File: src/verilog/stt_cfg.svh
// offsets, field positions, reset values and counts of the slot transfer
`ifndef STT_CFG_SVH
`define STT_CFG_SVH

// ****************************************
// register offsets on the processor port
// ****************************************
`define STT_OFF_MEM_ADDR 4'h1
`define STT_OFF_MEM_DATA 4'h2
`define STT_OFF_DATA_A   4'h3
`define STT_OFF_DATA_B   4'h4
`define STT_OFF_RX_A     4'h5
`define STT_OFF_RX_B     4'h6
`define STT_OFF_TX_A     4'h7
`define STT_OFF_TX_B     4'h8
`define STT_OFF_CTRL     4'h9

// ****************************************
// field positions
// ****************************************
`define STT_SEL_BIT   7
`define STT_EN_A_BIT  6
`define STT_EN_B_BIT  7
`define STT_CT_A_LSB  0
`define STT_CT_B_LSB  3
`define STT_CT_W      3

// ****************************************
// reset values and counts
// ****************************************
`define STT_REG_RST   8'h00
`define STT_CNT_W     10
`define STT_LAST_BIT  3'h7

`endif

File: src/verilog/stt_pkg.sv
// types of the synchronous slot transfer block
package stt_pkg;

  `include "stt_cfg.svh"

  typedef enum logic {
    STT_IF_PCM = 1'b0,
    STT_IF_SUB = 1'b1
  } stt_if_t;

  // one synchroniser stage for every pin that enters the block except clock and reset
  typedef struct packed {
    logic       cs_n;
    logic       wr_n;
    logic       rd_n;
    logic       fs;
    logic       bclk;
    logic       pcm_rx;
    logic       sub_rx;
    logic [3:0] addr;
    logic [7:0] data;
    logic [1:0] sub_mode;
    logic [1:0] pcm_mode;
  } stt_pins_t;

  typedef struct packed {
    stt_pins_t             p1;
    stt_pins_t             p2;
    logic                  wr_prev;
    logic                  bclk_prev;
    logic [7:0]            mem_addr;
    logic [7:0]            mem_data;
    logic [7:0]            data_a;
    logic [7:0]            data_b;
    logic [7:0]            rx_addr_a;
    logic [7:0]            rx_addr_b;
    logic [7:0]            tx_addr_a;
    logic [7:0]            tx_addr_b;
    logic [7:0]            xfer_ctrl;
    logic [`STT_CNT_W-1:0] bit_cnt;
    logic [7:0]            rd_data;
    logic                  rd_oe_n;
    logic                  pcm_tx;
    logic                  pcm_oe_n;
    logic                  sub_tx;
    logic                  sub_oe_n;
  } stt_state_t;

endpackage

File: src/verilog/stt_xfer.sv
// two-channel synchronous time-slot transfer with its register port
//
// What this block does
// - sub modes 0,1 need bits 2..1 or bit 1 zero; mode 2 uses all
// - sub mode 3 uses bits 6..3 and 0; bits 3..1 are 000 or 100
// - eight-bit memory access address register, readable and writable; no logic uses its bits
// - eight-bit memory access data register, readable and writable
// - channel A buffer holds the byte moved on channel A
// - channel A buffer bit 7 is first on the line, bit 0 last
// - channel B buffer holds the byte moved on channel B
// - channel B buffer bit 7 is first on the line, bit 0 last
// - channel A receive bit 7: 0 highway, 1 subscriber side
// - channel A receive bits 6..0 pick port and slot, shared encoding
// - byte caught from channel A receive slot is readable in buffer A
// - channel B receive bit 7: 0 highway, 1 subscriber side
// - channel B receive bits 6..0 pick slot; byte readable in buffer B
// - channel A transmit bit 7: 0 highway, 1 subscriber side
// - buffer A goes out in the slot given by transmit address A
// - channel B transmit bit 7: 0 highway, 1 subscriber side
// - buffer B goes out in the slot given by transmit address B
// - a channel moves data only while its enable bit is 1
`timescale 1ns/10ps

module stt_xfer (
  input  wire logic       clock_i,
  input  wire logic       reset_i,
  input  wire logic       cs_n_i,
  input  wire logic       wr_n_i,
  input  wire logic       rd_n_i,
  input  wire logic [3:0] addr_i,
  input  wire logic [7:0] data_i,
  output      logic [7:0] data_o,
  output      logic       data_oe_n_o,
  input  wire logic [1:0] sub_mode_i,
  input  wire logic [1:0] pcm_mode_i,
  input  wire logic       frame_sync_i,
  input  wire logic       bit_clock_i,
  input  wire logic       pcm_rx_i,
  output      logic       pcm_tx_o,
  output      logic       pcm_oe_n_o,
  input  wire logic       sub_rx_i,
  output      logic       sub_tx_o,
  output      logic       sub_oe_n_o
);

  `include "stt_cfg.svh"

  // ****************************************
  // slot decoding
  // ****************************************

  // returns {valid, flat slot}; a must-be-zero bit that is set makes
  // the address invalid, so a bad setting never touches any slot
  function automatic logic [7:0] slot_decode(
    input logic [7:0] a,
    input logic [1:0] sm,
    input logic [1:0] pm
  );
    logic [7:0] r;
    r = 8'h00;
    if (a[`STT_SEL_BIT] == stt_pkg::STT_IF_SUB) begin
      case (sm)
        2'h0:    r = {~|a[2:1], 2'h0, a[6:3], a[0]};
        2'h1:    r = {~a[1], 1'b0, a[6:2], a[0]};
        2'h2:    r = {1'b1, a[6:0]};
        default: r = {(a[2:1] == 2'h0), 2'h0, a[3], a[6:4], a[0]};
      endcase
    end else begin
      case (pm)
        2'h0:    r = {~|a[2:1], 2'h0, a[6:3], a[0]};
        2'h1:    r = {~a[2], 1'b0, a[6:3], a[1:0]};
        default: r = {1'b1, a[6:0]};
      endcase
    end
    return r;
  endfunction

  // bits of the slot that a channel type moves
  function automatic logic [7:0] type_mask(input logic [2:0] ct);
    logic [7:0] m;
    m = 8'h00;
    case (ct)
      3'h1:    m = 8'hFF;
      3'h2:    m = 8'h0F;
      3'h3:    m = 8'hF0;
      3'h4:    m = 8'h03;
      3'h5:    m = 8'h0C;
      3'h6:    m = 8'h30;
      3'h7:    m = 8'hC0;
      default: m = 8'h00;
    endcase
    return m;
  endfunction

  // one bit position of the frame belongs to the channel
  function automatic logic slot_hit(
    input logic                  en,
    input logic [7:0]            a,
    input logic [`STT_CNT_W-1:0] cnt,
    input logic [1:0]            sm,
    input logic [1:0]            pm,
    input logic [2:0]            ct
  );
    logic [7:0] dec;
    logic [7:0] msk;
    dec = slot_decode(a, sm, pm);
    msk = type_mask(ct);
    return en && dec[7] && (dec[6:0] == cnt[`STT_CNT_W-1:3]) &&
           msk[`STT_LAST_BIT - cnt[2:0]];
  endfunction

  // ****************************************
  // state and derived terms
  // ****************************************
  stt_pkg::stt_state_t q;
  stt_pkg::stt_state_t d;
  stt_pkg::stt_pins_t  pins;

  logic                  wr_act;
  logic                  rd_act;
  logic                  cpu_wr;
  logic                  rise_ev;
  logic                  fall_ev;
  logic                  en_a;
  logic                  en_b;
  logic [2:0]            ct_a;
  logic [2:0]            ct_b;
  logic [`STT_CNT_W-1:0] cnt_n;
  logic [2:0]            rx_idx;
  logic [2:0]            tx_idx;
  logic                  rx_hit_a;
  logic                  rx_hit_b;
  logic                  tx_hit_a;
  logic                  tx_hit_b;
  logic                  rx_val_a;
  logic                  rx_val_b;

  assign pins = '{cs_n: cs_n_i, wr_n: wr_n_i, rd_n: rd_n_i,
                  fs: frame_sync_i, bclk: bit_clock_i,
                  pcm_rx: pcm_rx_i, sub_rx: sub_rx_i, addr: addr_i,
                  data: data_i, sub_mode: sub_mode_i,
                  pcm_mode: pcm_mode_i};

  assign wr_act  = !q.p2.cs_n && !q.p2.wr_n;
  assign rd_act  = !q.p2.cs_n && !q.p2.rd_n;
  assign cpu_wr  = wr_act && !q.wr_prev;
  assign rise_ev = q.p2.bclk && !q.bclk_prev;
  assign fall_ev = !q.p2.bclk && q.bclk_prev;
  assign en_a    = q.xfer_ctrl[`STT_EN_A_BIT];
  assign en_b    = q.xfer_ctrl[`STT_EN_B_BIT];
  assign ct_a    = q.xfer_ctrl[`STT_CT_A_LSB +: `STT_CT_W];
  assign ct_b    = q.xfer_ctrl[`STT_CT_B_LSB +: `STT_CT_W];
  // frame sync restarts the bit count so every slot recurs per frame
  assign cnt_n   = q.p2.fs ? '0 : q.bit_cnt + `STT_CNT_W'(1);
  assign rx_idx  = `STT_LAST_BIT - q.bit_cnt[2:0];
  assign tx_idx  = `STT_LAST_BIT - cnt_n[2:0];

  assign rx_hit_a = slot_hit(en_a, q.rx_addr_a, q.bit_cnt,
                             q.p2.sub_mode, q.p2.pcm_mode, ct_a);
  assign rx_hit_b = slot_hit(en_b, q.rx_addr_b, q.bit_cnt,
                             q.p2.sub_mode, q.p2.pcm_mode, ct_b);
  assign tx_hit_a = slot_hit(en_a, q.tx_addr_a, cnt_n,
                             q.p2.sub_mode, q.p2.pcm_mode, ct_a);
  assign tx_hit_b = slot_hit(en_b, q.tx_addr_b, cnt_n,
                             q.p2.sub_mode, q.p2.pcm_mode, ct_b);
  assign rx_val_a = q.rx_addr_a[`STT_SEL_BIT] ? q.p2.sub_rx
                                              : q.p2.pcm_rx;
  assign rx_val_b = q.rx_addr_b[`STT_SEL_BIT] ? q.p2.sub_rx
                                              : q.p2.pcm_rx;

  // ****************************************
  // next state
  // ****************************************
  always_comb begin
    d           = q;
    d.p1        = pins;
    d.p2        = q.p1;
    d.wr_prev   = wr_act;
    d.bclk_prev = q.p2.bclk;

    // capture on the falling bit clock, when the line is settled
    if (fall_ev) begin
      if (rx_hit_a) begin
        d.data_a[rx_idx] = rx_val_a;
      end
      if (rx_hit_b) begin
        d.data_b[rx_idx] = rx_val_b;
      end
    end

    // drive on the rising bit clock; channel A wins a shared slot
    if (rise_ev) begin
      d.bit_cnt  = cnt_n;
      d.pcm_oe_n = 1'b1;
      d.sub_oe_n = 1'b1;
      if (tx_hit_b) begin
        if (q.tx_addr_b[`STT_SEL_BIT]) begin
          d.sub_tx   = q.data_b[tx_idx];
          d.sub_oe_n = 1'b0;
        end else begin
          d.pcm_tx   = q.data_b[tx_idx];
          d.pcm_oe_n = 1'b0;
        end
      end
      if (tx_hit_a) begin
        if (q.tx_addr_a[`STT_SEL_BIT]) begin
          d.sub_tx   = q.data_a[tx_idx];
          d.sub_oe_n = 1'b0;
        end else begin
          d.pcm_tx   = q.data_a[tx_idx];
          d.pcm_oe_n = 1'b0;
        end
      end
    end

    // a processor write lands after the serial capture, so it wins
    if (cpu_wr) begin
      case (q.p2.addr)
        `STT_OFF_MEM_ADDR: d.mem_addr  = q.p2.data;
        `STT_OFF_MEM_DATA: d.mem_data  = q.p2.data;
        `STT_OFF_DATA_A:   d.data_a    = q.p2.data;
        `STT_OFF_DATA_B:   d.data_b    = q.p2.data;
        `STT_OFF_RX_A:     d.rx_addr_a = q.p2.data;
        `STT_OFF_RX_B:     d.rx_addr_b = q.p2.data;
        `STT_OFF_TX_A:     d.tx_addr_a = q.p2.data;
        `STT_OFF_TX_B:     d.tx_addr_b = q.p2.data;
        `STT_OFF_CTRL:     d.xfer_ctrl = q.p2.data;
        default:           d.xfer_ctrl = q.xfer_ctrl;
      endcase
    end

    // read data follows the strobe; unmapped offsets read as zero
    d.rd_oe_n = !rd_act;
    if (rd_act) begin
      case (q.p2.addr)
        `STT_OFF_MEM_ADDR: d.rd_data = q.mem_addr;
        `STT_OFF_MEM_DATA: d.rd_data = q.mem_data;
        `STT_OFF_DATA_A:   d.rd_data = q.data_a;
        `STT_OFF_DATA_B:   d.rd_data = q.data_b;
        `STT_OFF_RX_A:     d.rd_data = q.rx_addr_a;
        `STT_OFF_RX_B:     d.rd_data = q.rx_addr_b;
        `STT_OFF_TX_A:     d.rd_data = q.tx_addr_a;
        `STT_OFF_TX_B:     d.rd_data = q.tx_addr_b;
        `STT_OFF_CTRL:     d.rd_data = q.xfer_ctrl;
        default:           d.rd_data = `STT_REG_RST;
      endcase
    end
  end

  // ****************************************
  // state register
  // ****************************************
  always_ff @(posedge clock_i) begin
    if (reset_i) begin
      q           <= '0;
      q.p1.cs_n   <= 1'b1;
      q.p1.wr_n   <= 1'b1;
      q.p1.rd_n   <= 1'b1;
      q.p2.cs_n   <= 1'b1;
      q.p2.wr_n   <= 1'b1;
      q.p2.rd_n   <= 1'b1;
      q.xfer_ctrl <= `STT_REG_RST;
      q.rd_oe_n   <= 1'b1;
      q.pcm_oe_n  <= 1'b1;
      q.sub_oe_n  <= 1'b1;
    end else begin
      q <= d;
    end
  end

  assign data_o      = q.rd_data;
  assign data_oe_n_o = q.rd_oe_n;
  assign pcm_tx_o    = q.pcm_tx;
  assign pcm_oe_n_o  = q.pcm_oe_n;
  assign sub_tx_o    = q.sub_tx;
  assign sub_oe_n_o  = q.sub_oe_n;

  // ****************************************
  // checks
  // ****************************************
  chk_idle_hold_a: assert property (@(posedge clock_i) disable iff (reset_i)
    (fall_ev && !en_a && !cpu_wr) |=> $stable(q.data_a))
    else $error("channel A buffer changed while disabled");

  chk_rx_catch_a: assert property (@(posedge clock_i) disable iff (reset_i)
    (fall_ev && rx_hit_a && !cpu_wr)
    |=> q.data_a[$past(rx_idx)] == $past(rx_val_a))
    else $error("channel A receive bit not captured");

  chk_rx_catch_b: assert property (@(posedge clock_i) disable iff (reset_i)
    (fall_ev && rx_hit_b && !cpu_wr)
    |=> q.data_b[$past(rx_idx)] == $past(rx_val_b))
    else $error("channel B receive bit not captured");

  chk_tx_pcm_a: assert property (@(posedge clock_i) disable iff (reset_i)
    (rise_ev && tx_hit_a && !q.tx_addr_a[`STT_SEL_BIT])
    |=> !pcm_oe_n_o && pcm_tx_o == $past(q.data_a[tx_idx]))
    else $error("channel A bit not sent on highway");

  chk_tx_sub_a: assert property (@(posedge clock_i) disable iff (reset_i)
    (rise_ev && tx_hit_a && q.tx_addr_a[`STT_SEL_BIT])
    |=> !sub_oe_n_o && sub_tx_o == $past(q.data_a[tx_idx]))
    else $error("channel A bit not sent on subscriber side");

  chk_tx_pcm_b: assert property (@(posedge clock_i) disable iff (reset_i)
    (rise_ev && tx_hit_b && !q.tx_addr_b[`STT_SEL_BIT] &&
     !(tx_hit_a && !q.tx_addr_a[`STT_SEL_BIT]))
    |=> !pcm_oe_n_o && pcm_tx_o == $past(q.data_b[tx_idx]))
    else $error("channel B bit not sent on highway");

  chk_tx_sub_b: assert property (@(posedge clock_i) disable iff (reset_i)
    (rise_ev && tx_hit_b && q.tx_addr_b[`STT_SEL_BIT] &&
     !(tx_hit_a && q.tx_addr_a[`STT_SEL_BIT]))
    |=> !sub_oe_n_o && sub_tx_o == $past(q.data_b[tx_idx]))
    else $error("channel B bit not sent on subscriber side");

  chk_tx_release: assert property (@(posedge clock_i) disable iff (reset_i)
    (rise_ev && !en_a && !en_b) |=> pcm_oe_n_o && sub_oe_n_o)
    else $error("line driven with both channels disabled");

  chk_frame_start: assert property (@(posedge clock_i) disable iff (reset_i)
    (rise_ev && q.p2.fs) |=> q.bit_cnt == '0)
    else $error("bit count not restarted by frame sync");

  chk_mem_write: assert property (@(posedge clock_i) disable iff (reset_i)
    (cpu_wr && q.p2.addr == `STT_OFF_MEM_DATA)
    |=> q.mem_data == $past(q.p2.data))
    else $error("memory access data not written");

  chk_mode3_port: assert property (@(posedge clock_i) disable iff (reset_i)
    (q.rx_addr_b[`STT_SEL_BIT] && q.p2.sub_mode == 2'h3 &&
     q.rx_addr_b[2:1] != 2'h0) |-> !rx_hit_b)
    else $error("unsupported mode 3 port address was used");

  chk_mode0_zero: assert property (@(posedge clock_i) disable iff (reset_i)
    (q.rx_addr_b[`STT_SEL_BIT] && q.p2.sub_mode == 2'h0 &&
     q.rx_addr_b[2:1] != 2'h0) |-> !rx_hit_b)
    else $error("mode 0 address with must-be-zero bits set was used");

  chk_read_back: assert property (@(posedge clock_i) disable iff (reset_i)
    (rd_act && q.p2.addr == `STT_OFF_RX_A)
    |=> !data_oe_n_o && data_o == $past(q.rx_addr_a))
    else $error("receive address A read back wrong");

endmodule

File: config.mk
export PLATFORM = sky130hd
export DESIGN_NAME = stt_xfer
export DESIGN_NICKNAME = d
export VERILOG_FILES = /design/src/verilog/stt_pkg.sv /design/src/verilog/stt_xfer.sv
export VERILOG_INCLUDE_DIRS = /design/src /design/src/verilog
export SDC_FILE = /design/constraint.sdc
export NUM_CORES = 1
export LEC_CHECK = 0
export BUFFER_PORTS_ARGS = -buffer_cell sky130_fd_sc_hd__buf_4
export CORE_ASPECT_RATIO = 0.9
export CORE_MARGIN = 2
export CORE_UTILIZATION = 45
export DETAILED_ROUTE_END_ITERATION = 12
export GPL_TIMING_DRIVEN = 0
export SLEW_MARGIN = 25
export SYNTH_ARGS = -nofsm -noshare
export SYNTH_HDL_FRONTEND = slang
export SYNTH_SLANG_ARGS = --single-unit
File: constraint.sdc
create_clock -name clock_i -period 6.3 [get_ports clock_i]
set_input_delay 0.315 -clock clock_i [delete_from_list [all_inputs] [get_ports clock_i]]
set_output_delay 0.315 -clock clock_i [all_outputs]
set_load 0.1 [all_outputs]
==> reports/metrics.csv <==
metric,value,unit
H-tree Lvls,4,
Fin Setup TNS,0,ns
DRC viols,0,
biggest area consumer among synthesized cells,dfxtp_1,
Die X,145,um
Post-DP HPWL,18800,um
layout cell share with drive strength beyond 1,0.148,
Mapped Area,0.00808,mm^2
Switching Share,0.272,
main combinational cell family by area after synthesis,simple AND/OR/NAND/NOR gates,
Synth area leaders,"dfxtp_1 35%, mux2i_1 9.7%, nor2b_1 4.6%",
vias in the first global route,6693,
Pint,1.50,mW
Post-Synth Adder-Cell Area,0.00155,
Layout area overhead,15.0,%
Pleak,3.60,nW
RSZ-0062 raised after global routing,false,
"Largest stage delay, worst path",0.44,ns
clk_skew,0.0114,ns
Synth top area share,0.355,
"EDFF count, synth",0,
Min-Delay Path Class,in2reg,
I/O pin total,38,
Mapped Nets,963,
clk slew on worst S/H paths,0.07,ns
worst-path cell chain,"clkbuf_1, buf_2, mux4_2, mux2i_1, xnor2_1, nor4_2, o2111ai_2, buf_6, o211a_1, a221o_1",
CP startpoint kind,register,
CP arrival,3.71,ns
pwr/cell area,222,mW/mm^2
post-synthesis mux area share,0.159,
placer congestion estimate,1.01,
post-CTS setup buffer count,0,
Post-synth ARST share,0,
Tot Pwr,2.06,mW
Slew @ Worst Pin,0.925,ns
full die area,0.0190,mm^2
via count,7341,
endpoints failing setup,0,
number of inserted diodes,0,
initial core utilization,0.459,
CP Capture Type,register,
Overflow after GRT,0,
setup ws final,2.91,ns
final hold slack,0.0665,ns
FP Rows,46,
Post-synth top flop,dfxtp_1,
Clk pwr share,0.490,
Synth top cells by count,"143 x dfxtp_1, 93 x nor2_1, 78 x mux2i_1, 77 x nand2_1, 59 x nor2b_1",
Crit Path Max Fanout,10,
CTS Hold Bufs,0,
worst rel slew slack,0.380,
Post-Syn Area per Cell,8.62,um^2
"FF+latch count, synth",143,
"Distinct cells, synth",72,
worst vdd ir,186,uV
f_max,0.295,GHz
slowest CP cell,clkbuf_1,
Post-Synth XOR/XNOR Area,0.0369,
Layout Nets,1019,
pre-CTS WS,3.00,ns
Slew Limit Fails,0,
detailed-route wire length per cell,20.8,um
clock buffer count from CTS,17,
CTS tree,built,
final hold vios,0,
number of instances in the placed design,1214,
Die Height,131,um
Crit Path Class,reg2reg,
Yosys Warn Count,0,
Antenna Nets Post-Route,0,
most instantiated library cell after synthesis,dfxtp_1,
register area share after synthesis,0.355,
Clock Tree Root,clkbuf_16,
antenna violations before repair,0,
Port Buf Inserts,37,
simple-gate share of the synthesized area,0.203,
r2r setup slk,2.91,ns
All-Layer GR Usage,0.277,
via-per-instance ratio,5.89,
Core Region,0.0176,mm^2
Total Wirelength,25900,um
crit share post-route,0.538,
PostCTS Resize Cnt,0,
Reg power frac,0.449,
CTS Sinks,143,
max cap viols,0,
final instance area,0.00928,mm^2
Final Core Density,0.527,
largest net degree at the start of global routing,19,
Required @ worst endpoint,6.62,ns
run status,"complete, no violations",
DRT iter0 DRCs,808,
Non-Filler Instances,1246,
post-layout minimum cycle time,3.39,ns
worst skew pair latency,0.43,ns
placed cell area,0.00867,mm^2
CTS Buffer Depth,2,
Comb power frac,0.061,
drt first pass iters,6,
cells after synthesis,937,
first-pass GRT wire length,39800,um
Net Switching,0.560,mW
post-synthesis compound-gate area fraction,0.178,
==> routing by layer <==
| layer | GRT usage | up-vias | share of wire |
|---|---|---|---|
| li1 | - | 3469 | - |
| met1 | 0.385 | 3477 | 0.46 |
| met2 | 0.425 | 329 | 0.42 |
| met3 | 0.0457 | 66 | 0.077 |
| met4 | 0.127 | 0 | 0.039 |
| met5 | 0 | - | 0 |
==> worst max-delay path: cells and delay by family, from the launching register on <==
kind                   cells  cell delay (ns)
XOR/XNOR                   1             0.12
buffers and inverters      3             1.06
AND/OR/NAND/NOR            1             0.29
flip-flops                 1             0.43
multiplexers               2             0.58
AO/OA/AOI/OAI              3             0.80
==> cell type report <==
type | count | area (um^2)
tap | 240 | 300
multi-input combinational | 684 | 4690
sequential | 143 | 2860
timing repair buffer | 37 | 278
clock buffer | 17 | 425
clock inverter | 15 | 184
buffer | 91 | 474
fill | 1725 | 8330
inverter | 19 | 71.3
==> power by group through the flow <==
stage                     logic (mW)  clock network, mW  registers (mW)
after detailed placement       0.124                  0           0.945
after global routing           0.134               1.06           0.926
after floorplan               0.0746                  0           0.948
final                          0.125               1.01           0.925
after CTS                      0.124               1.03           0.924
after global placement         0.124                  0           0.945
==> cells in the final DEF (no fill, tap or decap), types with 17 or more instances in the layout <==
cell type / n
nor2b_1: 59
a22oi_1: 26
nand3_1: 21
inv_1: 18
nor2_1: 92
clkbuf_16: 17
xnor2_1: 23
mux2i_1: 78
buf_4: 55
a21oi_1: 54
clkbuf_1: 56
nand2_1: 77
dfxtp_1: 143
o21ai_0: 40
==> state kept, by name, indices dropped and copies added, names as in the netlist <==
register and cells:
ct_a 3, ct_b 3, d 24, data_o 8
data_oe_n_o 1, en_a 1, en_b 1, pcm_oe_n_o 1
pcm_tx_o 1, q 98, sub_oe_n_o 1, sub_tx_o 1
==> path summary, 6_finish.rpt <==
kind	from	to	depth (start not counted)
hold / removal	wr_n_i	d[118]$_SDFF_PP1_	2
hold reg to reg	d[117]$_SDFF_PP1_	q[117]$_SDFF_PP1_	1
setup / recovery	q[100]$_SDFF_PP0_	q[77]$_SDFF_PP0_	10
setup reg to reg	q[100]$_SDFF_PP0_	q[77]$_SDFF_PP0_	10
==> cell families after synthesis <==
group,Yosys count
AND/OR/NAND/NOR,327
AO/OA/AOI/OAI,215
flip-flops,143
buffers and inverters,110
multiplexers,107
XOR/XNOR,34
adder cells (fa/ha/maj),1
(Power assumes the default switching activity.)
